`config.mk`:
```
export PLATFORM = sky130hd
export DESIGN_NAME = uart_frame_format_autobaud
export DESIGN_NICKNAME = d
export VERILOG_FILES = /design/src/core/uart_cfg_pkg.sv /design/src/core/uart_frame_format_autobaud.sv
export SDC_FILE = /design/constraint.sdc
export NUM_CORES = 1
export LEC_CHECK = 0
export BUFFER_PORTS_ARGS = -buffer_cell sky130_fd_sc_hd__buf_2
export CAP_MARGIN = 30
export CORE_ASPECT_RATIO = 2
export CORE_MARGIN = 2
export CORE_UTILIZATION = 50
export CTS_CLUSTER_SIZE = 10
export DETAILED_ROUTE_END_ITERATION = 7
export GPL_TIMING_DRIVEN = 1
export PLACE_DENSITY = 0.76
export SYNTH_ARGS = -nofsm -noshare
export SYNTH_HDL_FRONTEND = slang
export SYNTH_SLANG_ARGS = --single-unit
```
`constraint.sdc`:
```
create_clock -name mclk_i -period 4.3 [get_ports mclk_i]
set_input_delay 0.645 -clock mclk_i [delete_from_list [all_inputs] [get_ports mclk_i]]
set_output_delay 0.645 -clock mclk_i [all_outputs]
set_load 0.01 [all_outputs]
```
`src/core/uart_cfg_pkg.sv`:
```
package uart_cfg_pkg;
	// register map, byte addresses of 32-bit words
	localparam int          ADDR_W       = 8;
	localparam logic [7:0]  OFS_MODE     = 8'h00;
	localparam logic [7:0]  OFS_DIVISOR  = 8'h04;
	localparam logic [7:0]  OFS_TX_DATA  = 8'h08;
	localparam logic [7:0]  OFS_RX_DATA  = 8'h0c;
	localparam logic [7:0]  OFS_STATUS   = 8'h10;
	// serial_mode_control fields
	localparam int          AUTO_BIT     = 5;
	localparam int          INV_BIT      = 4;
	localparam int          FAST_BIT     = 3;
	localparam int          PDS_LSB      = 1;
	localparam int          STOP_BIT     = 0;
	localparam logic [5:0]  MODE_RESET   = 6'h00;
	localparam logic [1:0]  PDS_9N       = 2'h3;
	localparam logic [1:0]  PDS_8O       = 2'h2;
	localparam logic [1:0]  PDS_8E       = 2'h1;
	localparam logic [1:0]  PDS_8N       = 2'h0;
	// status fields
	localparam int          ST_AVAIL     = 0;
	localparam int          ST_OVERRUN   = 1;
	localparam int          ST_FRAMING   = 2;
	localparam int          ST_PARITY    = 3;
	localparam int          ST_TX_BUSY   = 4;
	// timing and framing constants
	localparam logic [15:0] DIV_RESET    = 16'h0040;
	localparam logic [3:0]  OS_FAST_MAX  = 4'h3;
	localparam logic [3:0]  OS_STD_MAX   = 4'hf;
	localparam logic [3:0]  OS_FAST_HALF = 4'h1;
	localparam logic [3:0]  OS_STD_HALF  = 4'h7;
	localparam logic [7:0]  SYNC_CHAR    = 8'h55;
	localparam logic [2:0]  AB_LAST_EDGE = 3'h3;
	localparam int          AB_SHIFT_FST = 5;
	localparam int          AB_SHIFT_STD = 7;
	localparam logic [3:0]  LEN_BASE     = 4'ha;
	localparam logic [3:0]  BITS_8       = 4'h7;
	localparam logic [3:0]  BITS_9       = 4'h8;

	typedef struct packed {
		logic [7:0]  addr;
		logic [31:0] wdata;
		logic        wr;
		logic        rd;
	} bus_req_type;

	typedef struct packed {
		logic       auto_rate_measure_en;
		logic       rx_idle_invert;
		logic       fast_oversample_sel;
		logic [1:0] parity_data_sel;
		logic       stop_count_sel;
	} mode_type;

	typedef enum logic [2:0] {
		RX_IDLE   = 3'h0,
		RX_START  = 3'h1,
		RX_DATA   = 3'h3,
		RX_PARITY = 3'h2,
		RX_STOP   = 3'h6,
		RX_BAUD   = 3'h4
	} rx_state_type;
endpackage

```
`src/core/uart_frame_format_autobaud.sv`:
```
// Chosen here: the address-and-strobe port and the placing of the registers.
`timescale 1ns/1ps
`default_nettype none

module uart_fifo #(
	parameter int W     = 9,
	parameter int DEPTH = 16
) (
	// clock and reset
	input  wire logic         mclk_i,
	input  wire logic         rst_i,
	// fill side
	input  wire logic         in_valid_i,
	output logic              in_ready_o,
	input  wire logic [W-1:0] in_data_i,
	// drain side
	output logic              out_valid_o,
	input  wire logic         out_ready_i,
	output logic [W-1:0]      out_data_o
);
	localparam int AW = $clog2(DEPTH);
	logic [W-1:0] mem_reg [DEPTH];
	logic [AW-1:0] wp_reg;
	logic [AW-1:0] rp_reg;
	logic [AW:0]   cnt_reg;
	logic          push;
	logic          pop;

	assign in_ready_o  = (cnt_reg != (AW+1)'(DEPTH));
	assign out_valid_o = (cnt_reg != '0);
	assign push        = in_valid_i & in_ready_o;
	assign pop         = out_valid_o & out_ready_i;
	assign out_data_o  = mem_reg[rp_reg];

	always_ff @(posedge mclk_i)
		if (push)
			mem_reg[wp_reg] <= in_data_i;

	always_ff @(posedge mclk_i)
		if (rst_i)
		begin
			wp_reg  <= '0;
			rp_reg  <= '0;
			cnt_reg <= '0;
		end
		else
		begin
			if (push)
				wp_reg <= wp_reg + AW'(1);
			if (pop)
				rp_reg <= rp_reg + AW'(1);
			cnt_reg <= cnt_reg + (AW+1)'(push) - (AW+1)'(pop);
		end
endmodule

module uart_frame_format_autobaud
	import uart_cfg_pkg::*;
#(
	parameter int FIFO_DEPTH = 16
) (
	// clock and reset
	input  wire logic         mclk_i,
	input  wire logic         rst_i,
	// register port
	input  wire bus_req_type  bus_i,
	output logic [31:0]       rdata_o,
	// serial line
	input  wire logic         serial_rx_line_i,
	output logic              serial_tx_line_o,
	// measured divisor view
	output logic [15:0]       divisor_o
);
	// =====================================================
	// registers
	mode_type      mode_reg;
	logic [15:0]   div_reg;
	logic [31:0]   rdata_reg;
	logic          ovr_reg;
	logic          frm_reg;
	logic          par_reg;
	logic          wr_mode;
	logic          wr_div;
	logic          wr_tx;
	logic          wr_st;
	logic          rd_rx;
	logic          ab_done;
	logic [15:0]   ab_div;
	logic          fifo_in_valid;
	logic          fifo_in_ready;
	logic [8:0]    fifo_in_data;
	logic          fifo_out_valid;
	logic [8:0]    fifo_out_data;
	logic          stop_err;
	logic          par_err;

	assign wr_mode = bus_i.wr && bus_i.addr == OFS_MODE;
	assign wr_div  = bus_i.wr && bus_i.addr == OFS_DIVISOR;
	assign wr_tx   = bus_i.wr && bus_i.addr == OFS_TX_DATA;
	assign wr_st   = bus_i.wr && bus_i.addr == OFS_STATUS;
	assign rd_rx   = bus_i.rd && bus_i.addr == OFS_RX_DATA;

	// a software write in the same cycle wins over the hardware clear
	always_ff @(posedge mclk_i)
		if (rst_i)
			mode_reg <= mode_type'(MODE_RESET);
		else if (wr_mode)
			mode_reg <= mode_type'(bus_i.wdata[AUTO_BIT:STOP_BIT]);
		else if (ab_done)
			mode_reg.auto_rate_measure_en <= 1'b0;

	always_ff @(posedge mclk_i)
		if (rst_i)
			div_reg <= DIV_RESET;
		else if (ab_done)
			div_reg <= ab_div;
		else if (wr_div)
			div_reg <= bus_i.wdata[15:0];

	// sticky errors: write one to clear, a new event wins
	always_ff @(posedge mclk_i)
		if (rst_i)
		begin
			ovr_reg <= 1'b0;
			frm_reg <= 1'b0;
			par_reg <= 1'b0;
		end
		else
		begin
			ovr_reg <= (fifo_in_valid & ~fifo_in_ready) | (ovr_reg & ~(wr_st & bus_i.wdata[ST_OVERRUN]));
			frm_reg <= stop_err | (frm_reg & ~(wr_st & bus_i.wdata[ST_FRAMING]));
			par_reg <= par_err | (par_reg & ~(wr_st & bus_i.wdata[ST_PARITY]));
		end

	logic [3:0] tx_left_reg;

	always_ff @(posedge mclk_i)
		if (rst_i)
			rdata_reg <= '0;
		else if (bus_i.rd)
			case (bus_i.addr)
				OFS_MODE:    rdata_reg <= {26'h0, mode_reg};
				OFS_DIVISOR: rdata_reg <= {16'h0, div_reg};
				OFS_RX_DATA: rdata_reg <= {23'h0, fifo_out_data & {9{fifo_out_valid}}};
				OFS_STATUS:  rdata_reg <= {27'h0, tx_left_reg != 4'h0, par_reg, frm_reg, ovr_reg, fifo_out_valid};
				default:     rdata_reg <= '0;
			endcase
		else
			rdata_reg <= '0;

	assign rdata_o   = rdata_reg;
	assign divisor_o = div_reg;

	// =====================================================
	// oversampling tick
	logic [15:0] tick_cnt_reg;
	logic        tick;
	logic [3:0]  os_max;
	logic [3:0]  os_half;

	// a divisor lowered below the running count must not wait for a wrap
	assign tick    = (tick_cnt_reg >= div_reg);
	assign os_max  = mode_reg.fast_oversample_sel ? OS_FAST_MAX : OS_STD_MAX;
	assign os_half = mode_reg.fast_oversample_sel ? OS_FAST_HALF : OS_STD_HALF;

	always_ff @(posedge mclk_i)
		if (rst_i || tick || ab_done)
			tick_cnt_reg <= '0;
		else
			tick_cnt_reg <= tick_cnt_reg + 16'h1;

	// =====================================================
	// transmitter
	logic [12:0] tx_shift_reg;
	logic [3:0]  tx_os_reg;
	logic [7:0]  tx_byte;
	logic        tx_par;
	logic        tx_bit_end;

	assign tx_byte    = bus_i.wdata[7:0];
	assign tx_par     = (mode_reg.parity_data_sel == PDS_8O) ? ~^tx_byte : ^tx_byte;
	assign tx_bit_end = tick && tx_os_reg == os_max;

	always_ff @(posedge mclk_i)
		if (rst_i)
		begin
			tx_shift_reg <= '1;
			tx_left_reg  <= '0;
			tx_os_reg    <= '0;
		end
		else if (wr_tx && tx_left_reg == 4'h0)
		begin
			tx_os_reg   <= '0;
			tx_left_reg <= LEN_BASE + 4'(mode_reg.parity_data_sel != PDS_8N)
				+ 4'(mode_reg.stop_count_sel);
			case (mode_reg.parity_data_sel)
				PDS_9N:         tx_shift_reg <= {3'h7, bus_i.wdata[8:0], 1'b0};
				PDS_8O, PDS_8E: tx_shift_reg <= {3'h7, tx_par, tx_byte, 1'b0};
				default:        tx_shift_reg <= {4'hf, tx_byte, 1'b0};
			endcase
		end
		else if (tx_left_reg != 4'h0 && tick)
		begin
			tx_os_reg <= tx_bit_end ? 4'h0 : tx_os_reg + 4'h1;
			if (tx_bit_end)
			begin
				tx_shift_reg <= {1'b1, tx_shift_reg[12:1]};
				tx_left_reg  <= tx_left_reg - 4'h1;
			end
		end

	assign serial_tx_line_o = tx_shift_reg[0];

	// =====================================================
	// receiver and rate measurement
	rx_state_type rx_state_reg;
	logic         rx_s1_reg;
	logic         rx_s2_reg;
	logic         rx_prev_reg;
	logic         rx_norm;
	logic         rx_fall;
	logic [3:0]   rx_os_reg;
	logic [3:0]   rx_bits_reg;
	logic [8:0]   rx_shift_reg;
	logic         rx_stop2_reg;
	logic         rx_samp;
	logic         nine;
	logic [23:0]  ab_cnt_reg;
	logic [2:0]   ab_edges_reg;
	logic [23:0]  ab_bit;

	assign rx_norm = rx_s2_reg ^ mode_reg.rx_idle_invert;
	assign rx_fall = rx_prev_reg & ~rx_norm;
	assign rx_samp = tick && rx_os_reg == os_max;
	assign nine    = (mode_reg.parity_data_sel == PDS_9N);

	always_ff @(posedge mclk_i)
		if (rst_i)
		begin
			rx_s1_reg   <= 1'b1;
			rx_s2_reg   <= 1'b1;
			rx_prev_reg <= 1'b1;
		end
		else
		begin
			rx_s1_reg   <= serial_rx_line_i;
			rx_s2_reg   <= rx_s1_reg;
			rx_prev_reg <= rx_norm;
		end

	// sync char spans eight bit times between its first and fifth falling edge
	assign ab_bit  = mode_reg.fast_oversample_sel ? (ab_cnt_reg >> AB_SHIFT_FST) : (ab_cnt_reg >> AB_SHIFT_STD);
	assign ab_div  = (ab_bit[15:0] == 16'h0) ? 16'h0 : ab_bit[15:0] - 16'h1;
	assign ab_done = rx_state_reg == RX_BAUD && rx_fall && ab_edges_reg == AB_LAST_EDGE;

	assign fifo_in_valid = rx_state_reg == RX_STOP && rx_samp && rx_norm && !rx_stop2_reg;
	assign fifo_in_data  = nine ? rx_shift_reg : {1'b0, rx_shift_reg[8:1]};
	assign stop_err      = rx_state_reg == RX_STOP && rx_samp && !rx_norm;
	assign par_err       = rx_state_reg == RX_PARITY && rx_samp
		&& ((^rx_shift_reg[8:1] ^ rx_norm) != (mode_reg.parity_data_sel == PDS_8O));

	always_ff @(posedge mclk_i)
		if (rst_i)
		begin
			rx_state_reg <= RX_IDLE;
			rx_os_reg    <= '0;
			rx_bits_reg  <= '0;
			rx_shift_reg <= '0;
			rx_stop2_reg <= 1'b0;
			ab_cnt_reg   <= '0;
			ab_edges_reg <= '0;
		end
		else
		begin
			if (tick)
				rx_os_reg <= (rx_samp || (rx_state_reg == RX_START && rx_os_reg == os_half)) ? 4'h0 : rx_os_reg + 4'h1;
			case (rx_state_reg)
				RX_IDLE:
					if (rx_fall)
					begin
						rx_os_reg    <= '0;
						ab_cnt_reg   <= '0;
						ab_edges_reg <= '0;
						rx_state_reg <= mode_reg.auto_rate_measure_en ? RX_BAUD : RX_START;
					end
				RX_BAUD:
				begin
					ab_cnt_reg <= ab_cnt_reg + 24'h1;
					if (rx_fall)
						ab_edges_reg <= ab_edges_reg + 3'h1;
					if (ab_done)
						rx_state_reg <= RX_IDLE;
				end
				RX_START:
					if (tick && rx_os_reg == os_half)
					begin
						rx_bits_reg  <= '0;
						rx_state_reg <= rx_norm ? RX_IDLE : RX_DATA;
					end
				RX_DATA:
					if (rx_samp)
					begin
						rx_shift_reg <= {rx_norm, rx_shift_reg[8:1]};
						rx_bits_reg  <= rx_bits_reg + 4'h1;
						if (rx_bits_reg == (nine ? BITS_9 : BITS_8))
						begin
							rx_stop2_reg <= mode_reg.stop_count_sel;
							rx_state_reg <= (mode_reg.parity_data_sel == PDS_8O || mode_reg.parity_data_sel == PDS_8E)
								? RX_PARITY : RX_STOP;
						end
					end
				RX_PARITY:
					if (rx_samp)
						rx_state_reg <= RX_STOP;
				RX_STOP:
					if (rx_samp)
					begin
						rx_stop2_reg <= 1'b0;
						if (!rx_stop2_reg || !rx_norm)
							rx_state_reg <= RX_IDLE;
					end
				default:
					rx_state_reg <= RX_IDLE;
			endcase
		end

	uart_fifo #(
		.W     (9),
		.DEPTH (FIFO_DEPTH)
	) u_rx_fifo (
		.mclk_i      (mclk_i),
		.rst_i       (rst_i),
		.in_valid_i  (fifo_in_valid),
		.in_ready_o  (fifo_in_ready),
		.in_data_i   (fifo_in_data),
		.out_valid_o (fifo_out_valid),
		.out_ready_i (rd_rx),
		.out_data_o  (fifo_out_data)
	);
endmodule

`default_nettype wire

```
-- Word level (Yosys, flattened, before mapping)
Memories as Yosys holds them, arrays and structs flattened. A register that Yosys moved wholly into a read port is not among the register bits.
Cells that the tools add are included.
- latch bits: 0
- ROM bits: 0
- bits of input ports: 45
- memory bits (writable): 144
- flip-flop bits (word level): 158
- memories kept: 1
- memories (memory ; depth ; bits a word ; read ports ; clocked after memory_dff ; wr ports ; line ; RTL):
    u_rx_fifo.mem_reg ; 16 ; 9 ; 1 ; 1 ; 1 ; uart_frame_format_autobaud.sv:22 ; logic [W-1:0] mem_reg [DEPTH];
- divide/modulo/power cells: 0
- $lt $le $gt $ge: 1
- reduce and logical (&&, ||, !) cells: 53
- add/subtract/negate cells: 14
- eq/ne operators: 28
- multipliers: 0
- bitwise logic cells: 22
- multiplexer cells: 52
- shift operators: 0
- operator list (operator ; number):
    $mux 16 ; 4
    $pmux 16 s4 ; 1
    $mux 4 ; 14
    $pmux 24 s2 ; 1
    $mux 13 ; 3
    $mux 3 ; 13
    $add 24x1->24 const B ; 1
    $mux 24 ; 1
    $add 4x1->4 const B ; 5
    $pmux 10 s2 ; 1
    $logic_and 1x1->1 ; 19
    $pmux 3 s6 ; 1
    $add 16x1->16 const B ; 1
    $eq 8x4->1 const B ; 2
    $ge 16x16->1 ; 1
    $logic_not 16->1 ; 1
    $reduce_bool 2->1 ; 8
    $reduce_xor 8->1 ; 2
    $sub 16x1->16 const B ; 1
    $ne 2x2->1 const B ; 7
    $eq 4x4->1 ; 3
    $and 1x1->1 ; 10
    $and 9x9->9 ; 1
    $eq 3x2->1 const B ; 3
    other kinds (38) ; 66

-- Depth between registers and ports, before layout
- depth in word-level cells: 9
- gate-level depth with buffers: 14
- mapped depth without buffers: 13

-- By module
A second synthesis with hierarchy kept.
- cell total of the unflattened synthesis: 1260
- area total of the unflattened synthesis: 13798.2 sq um
- modules (own cells, without submodules) (module ; times used ; sequential area each (sq um) ; area each (sq um) ; cells each):
    uart_frame_format_autobaud ; 1 ; 2502.4 ; 7373.3 ; 928
    uart_fifo ; 1 ; 4664.5 ; 6424.9 ; 332

-- Worst setup path before layout
Ideal clock, no wire load.
- path kind: reg-to-reg
- start point: register div_reg[7] (netlist: divisor_o[7])
- end point: register u_rx_fifo.cnt_reg[4]
- library setup time: 0.070 ns
- buffers on the path: 1
- path slack: 0.973 ns
- arrival: 3.257 ns
- data required time: 4.230 ns
- cell stages (with the launch flop): 14
- cells stage by stage: dfxtp_1 > inv_1 > ha_1 > and3_1 > a221o_1 > a221oi_4 > a21oi_1 > clkbuf_1 > ha_1 > fa_1 > a21oi_1 > nor2_1 > or3_1 > a21oi_1
- longest elaborated chain between the ends: 8
- RTL lines (what ; line ; RTL):
    start: declaration ; uart_frame_format_autobaud.sv:76 ; logic [15:0] div_reg;
    start signal: assignment ; uart_frame_format_autobaud.sv:115 ; div_reg <= ab_div;
    start signal: assignment ; uart_frame_format_autobaud.sv:117 ; div_reg <= bus_i.wdata[15:0];
    $ge 16x16->1 ; uart_frame_format_autobaud.sv:161 ; assign tick = (tick_cnt_reg >= div_reg);
    $logic_and 1x1->1 ; uart_frame_format_autobaud.sv:233 ; assign rx_samp = tick && rx_os_reg == os_max;
    $logic_and 1x1->1 (3 in series) ; uart_frame_format_autobaud.sv:255 ; assign fifo_in_valid = rx_state_reg == RX_STOP && rx_samp && rx_norm && !rx_stop2_reg;
    $and 1x1->1 ; uart_frame_format_autobaud.sv:31 ; assign push = in_valid_i & in_ready_o;
    $add 5x1->5 ; uart_frame_format_autobaud.sv:52 ; cnt_reg <= cnt_reg + (AW+1)'(push) - (AW+1)'(pop);
    $sub 5x1->5 ; uart_frame_format_autobaud.sv:52 ;
    end signal: assignment ; uart_frame_format_autobaud.sv:52 ;
    end: declaration ; uart_frame_format_autobaud.sv:25 ; logic [AW:0] cnt_reg;
No other way between the ends.
A chain may end at the register's enable or synchronous reset.

-- Worst setup path in the final report
- start point: register div_reg[6] (netlist: divisor_o[6])
- end point: register u_rx_fifo.cnt_reg[4]
The elaborated chain is that of the path after synthesis.

==> qor.txt <==
H-Tree Depth -> 2
Setup violators final -> 0
CTS Hold Bufs -> 0
Post-layout minimum cycle time -> 3.359 ns
First-pass GRT wire length -> 50290 µm
CTS tree -> yes
Setup Buffers After CTS -> 0
VDD IR max -> 0.2059 mV
Gate Count Post-Synth -> 1167
Top Family by Delay on Critical Path -> compound AO/OA/AOI/OAI gates
Clock network fraction of total power -> 0.459
Routed Antenna Nets -> 0
Main synth FF type -> edfxtp_1
Number of enable flip-flop cells after synthesis -> 144
RSZ-0062 raised after global routing -> no
Routed WL per cell -> 20.35 µm
Root buffer cell -> clkbuf_16
Sw frac -> 0.2151
Post-Synth Simple-Gate Area -> 0.1424
CTS Buffer Depth -> 3
Filler cell count -> 2225
Worst path required time -> 4.74 ns
GRT overflow -> 0
Max Cap Viol -> 0
F_max -> 297.7 MHz
Resized Gates After CTS -> 0
CP cell instances -> inv_1 -> ha_1 -> and3_1 -> a221o_1 -> a221oi_4 -> a21oi_1 -> ha_1 -> fa_1 -> a21oi_1 -> nor2_1 -> or3_1 -> a21oi_1
Vias per inst -> 5.953
Die width -> 120.4 µm
Core area -> 26800 µm²
Ports -> 94
Yosys reg bits -> 286
Initial core utilization -> 0.5056
Psw -> 0.001208 W
Worst skew pair latency -> 0.53 ns
Antenna violations before repair -> 0
First-pass detailed-route iteration total -> 5
Multiplexer share of the synthesized area -> 0.1137
Outcome -> finished clean
Worst path slowest cell -> a221o_1
Worst Setup End Kind -> register
Initial drt markers -> 579
Sequential-to-total area share from yosys stat -> 0.5290
Internal Dissipation -> 0.004409 W
Critical path's most frequent cell -> a21oi_1
Unique masters post-synth -> 82
Crit path max fanout -> 4
Ant diodes -> 0
Clk slew on worst S/H paths -> 0.06 ns
Cell row count -> 85
Vias after detailed routing -> 9442
Final Hold Vio Count -> 0
Adder-Cell Fraction of Synth Area -> 0.03934
Layout cells sized above 1 -> 0.1599
Largest family of logic cells by synthesized area -> simple AND/OR/NAND/NOR gates
I/O Buffers -> 61
Max incr delay on CP -> 0.42 ns
Period utilisation layout -> 0.7812
Largest net degree at the start of global routing -> 61
Area leader, netlist -> edfxtp_1
Vias in the first global route -> 9549
Final GP Congestion -> 0.9468
Most common cell in the netlist -> edfxtp_1
Clk_skew -> 0.01990 ns
Top cells by count, synth -> edfxtp_1, dfxtp_1, nor2_1, nand2_1, inv_1
Nets@finish -> 1307
Sum Neg Setup Slack -> 0 ns
Number of CTS-inserted buffers -> 34
Post-route insts no fill -> 1586
Seq pwr share -> 0.510
TritonCTS Sinks -> 286
GR Util All Layers -> 0.2267
Post-DP HPWL -> 23460 µm
Slew margin rel. -> 0.3743
Yosys Warn Count -> 0
DRC viols -> 0
Synth Area in Compound Gates -> 0.09650
Worst hold-check path type -> in2reg
WP data arrival -> 3.80 ns
Placed insts -> 1532
Worst-Margin Slew -> 0.9385 ns
Comb pwr share -> 0.031
Critical path class -> reg2reg
Total Wirelength -> 32270 µm
Max-slew violations -> 0
Syn Area/Cell -> 11.61 µm²
Die area -> 28510 µm²
Max reg flops -> 144
CP bufs+invs -> 1
Die H -> 236.8 µm
Layout area overhead -> 11.19%
Worst setup SP type -> register
Ys async rst share -> 0
XOR/XNOR Fraction of Synth Area -> 0.03546
Leakage -> 5.281 nW
Post-Synthesis Cell Area -> 13550 µm²
PD cells -> 372.8 nW/µm²
Area share of the largest cell type after synthesis -> 0.3191
Area contributors post-synth -> edfxtp_1, dfxtp_1, mux4_2
==> per-stage QoR <==
step	setup slack [ns]	power, W	hold WS [ns]	util	instance area, µm²
finish	0.9408	0.005617	0.3084	0.5621	15070
CTS	0.9420	0.005652	0.2946	0.5621	15070
global placement	0.6576	0.003092	0.3981	0.5251	14070
detailed placement	0.5492	0.003094	0.3986	0.5258	14090
floorplan	0.9727	0.003049	0.3895	-	13610
global route	0.7015	0.005764	0.3043	0.5621	15070
==> power by group through the flow <==
stage / logic (W) / registers (W) / clock network, W
floorplan: 0.000140 / 0.00291 / 0
global placement: 0.000171 / 0.00292 / 0
detailed placement: 0.000173 / 0.00292 / 0
CTS: 0.000175 / 0.00286 / 0.00261
global route: 0.000189 / 0.00287 / 0.00271
finish: 0.000177 / 0.00286 / 0.00258
==> worst reg2reg max path: cells and delay by family, from the launching register on <==
kind	cells	cell delay, ns
flops	1	0.38
buf+inv	1	0.07
compound gates	5	1.28
fa+ha+maj	3	0.96
simple gates	3	0.58
==> routing by layer <==
layer / vias to the layer above / GRT usage / share of wire
li1: 4427 / - / -
met1: 4580 / 0.2113 / 0.33
met2: 300 / 0.4439 / 0.56
met3: 135 / 0.02746 / 0.036
met4: 0 / 0.1501 / 0.068
met5: - / 0 / 0
==> cell families (layout without fill, tap and decap cells) <==
kind of cell | count (synthesis) | count (layout)
compound gates | 184 | 184
xor+xnor | 54 | 54
fa+ha+maj | 42 | 42
buf+inv | 126 | 182
flops | 286 | 286
mux | 96 | 96
other cells | 1 | 16
simple gates | 378 | 378
==> area by class of cell <==
cell class	count	area (µm²)	area share
Multi-Input combinational cell	770	5851	0.3883
Clock buffer	51	935.9	0.06212
Clock inverter	3	37.54	0.002491
Sequential cell	286	7168	0.4758
Inverter	47	176.4	0.01171
Tap cell	348	435.4	0.02890
Timing Repair Buffer	81	461.7	0.03065
==> layout by cell type, fill, tap and decap left out, drive strengths merged, types with 8 or more instances in the layout <==
| cell type | synthesis | layout |
|---|---|---|
| edfxtp | 144 | 144 |
| nor2b | 11 | 11 |
| or3 | 13 | 13 |
| a31oi | 8 | 8 |
| xor2 | 20 | 20 |
| nand4 | 13 | 13 |
| conb | 1 | 16 |
| o211ai | 13 | 13 |
| and3 | 31 | 31 |
| clkbuf | 39 | 51 |
| mux2i | 38 | 38 |
| a221oi | 14 | 14 |
| nor3 | 43 | 43 |
| mux2 | 13 | 13 |
| nand3 | 44 | 44 |
| xnor2 | 34 | 34 |
| mux4 | 45 | 45 |
| nor2 | 102 | 102 |
| buf | 40 | 81 |
| a21oi | 42 | 42 |
| o21ai | 27 | 27 |
| nand2 | 70 | 70 |
| inv | 47 | 47 |
| ha | 41 | 41 |
| dfxtp | 142 | 142 |
| a211oi | 16 | 16 |
==> worst paths after layout <==
check / start / to / slack (ns) / cells past startpoint
max: divisor_o[6]$_SDFFE_PP1P_ / u_rx_fifo.cnt_reg[4]$_SDFF_PP0_ / 0.94 / 12
min: serial_rx_line_i / rx_s1_reg$_SDFF_PP1_ / 0.31 / 2
max reg2reg: divisor_o[6]$_SDFFE_PP1P_ / u_rx_fifo.cnt_reg[4]$_SDFF_PP0_ / 0.94 / 12
min reg2reg: rx_s1_reg$_SDFF_PP1_ / rx_s2_reg$_SDFF_PP1_ / 0.41 / 1
Power figures use the tool's default switching activity.
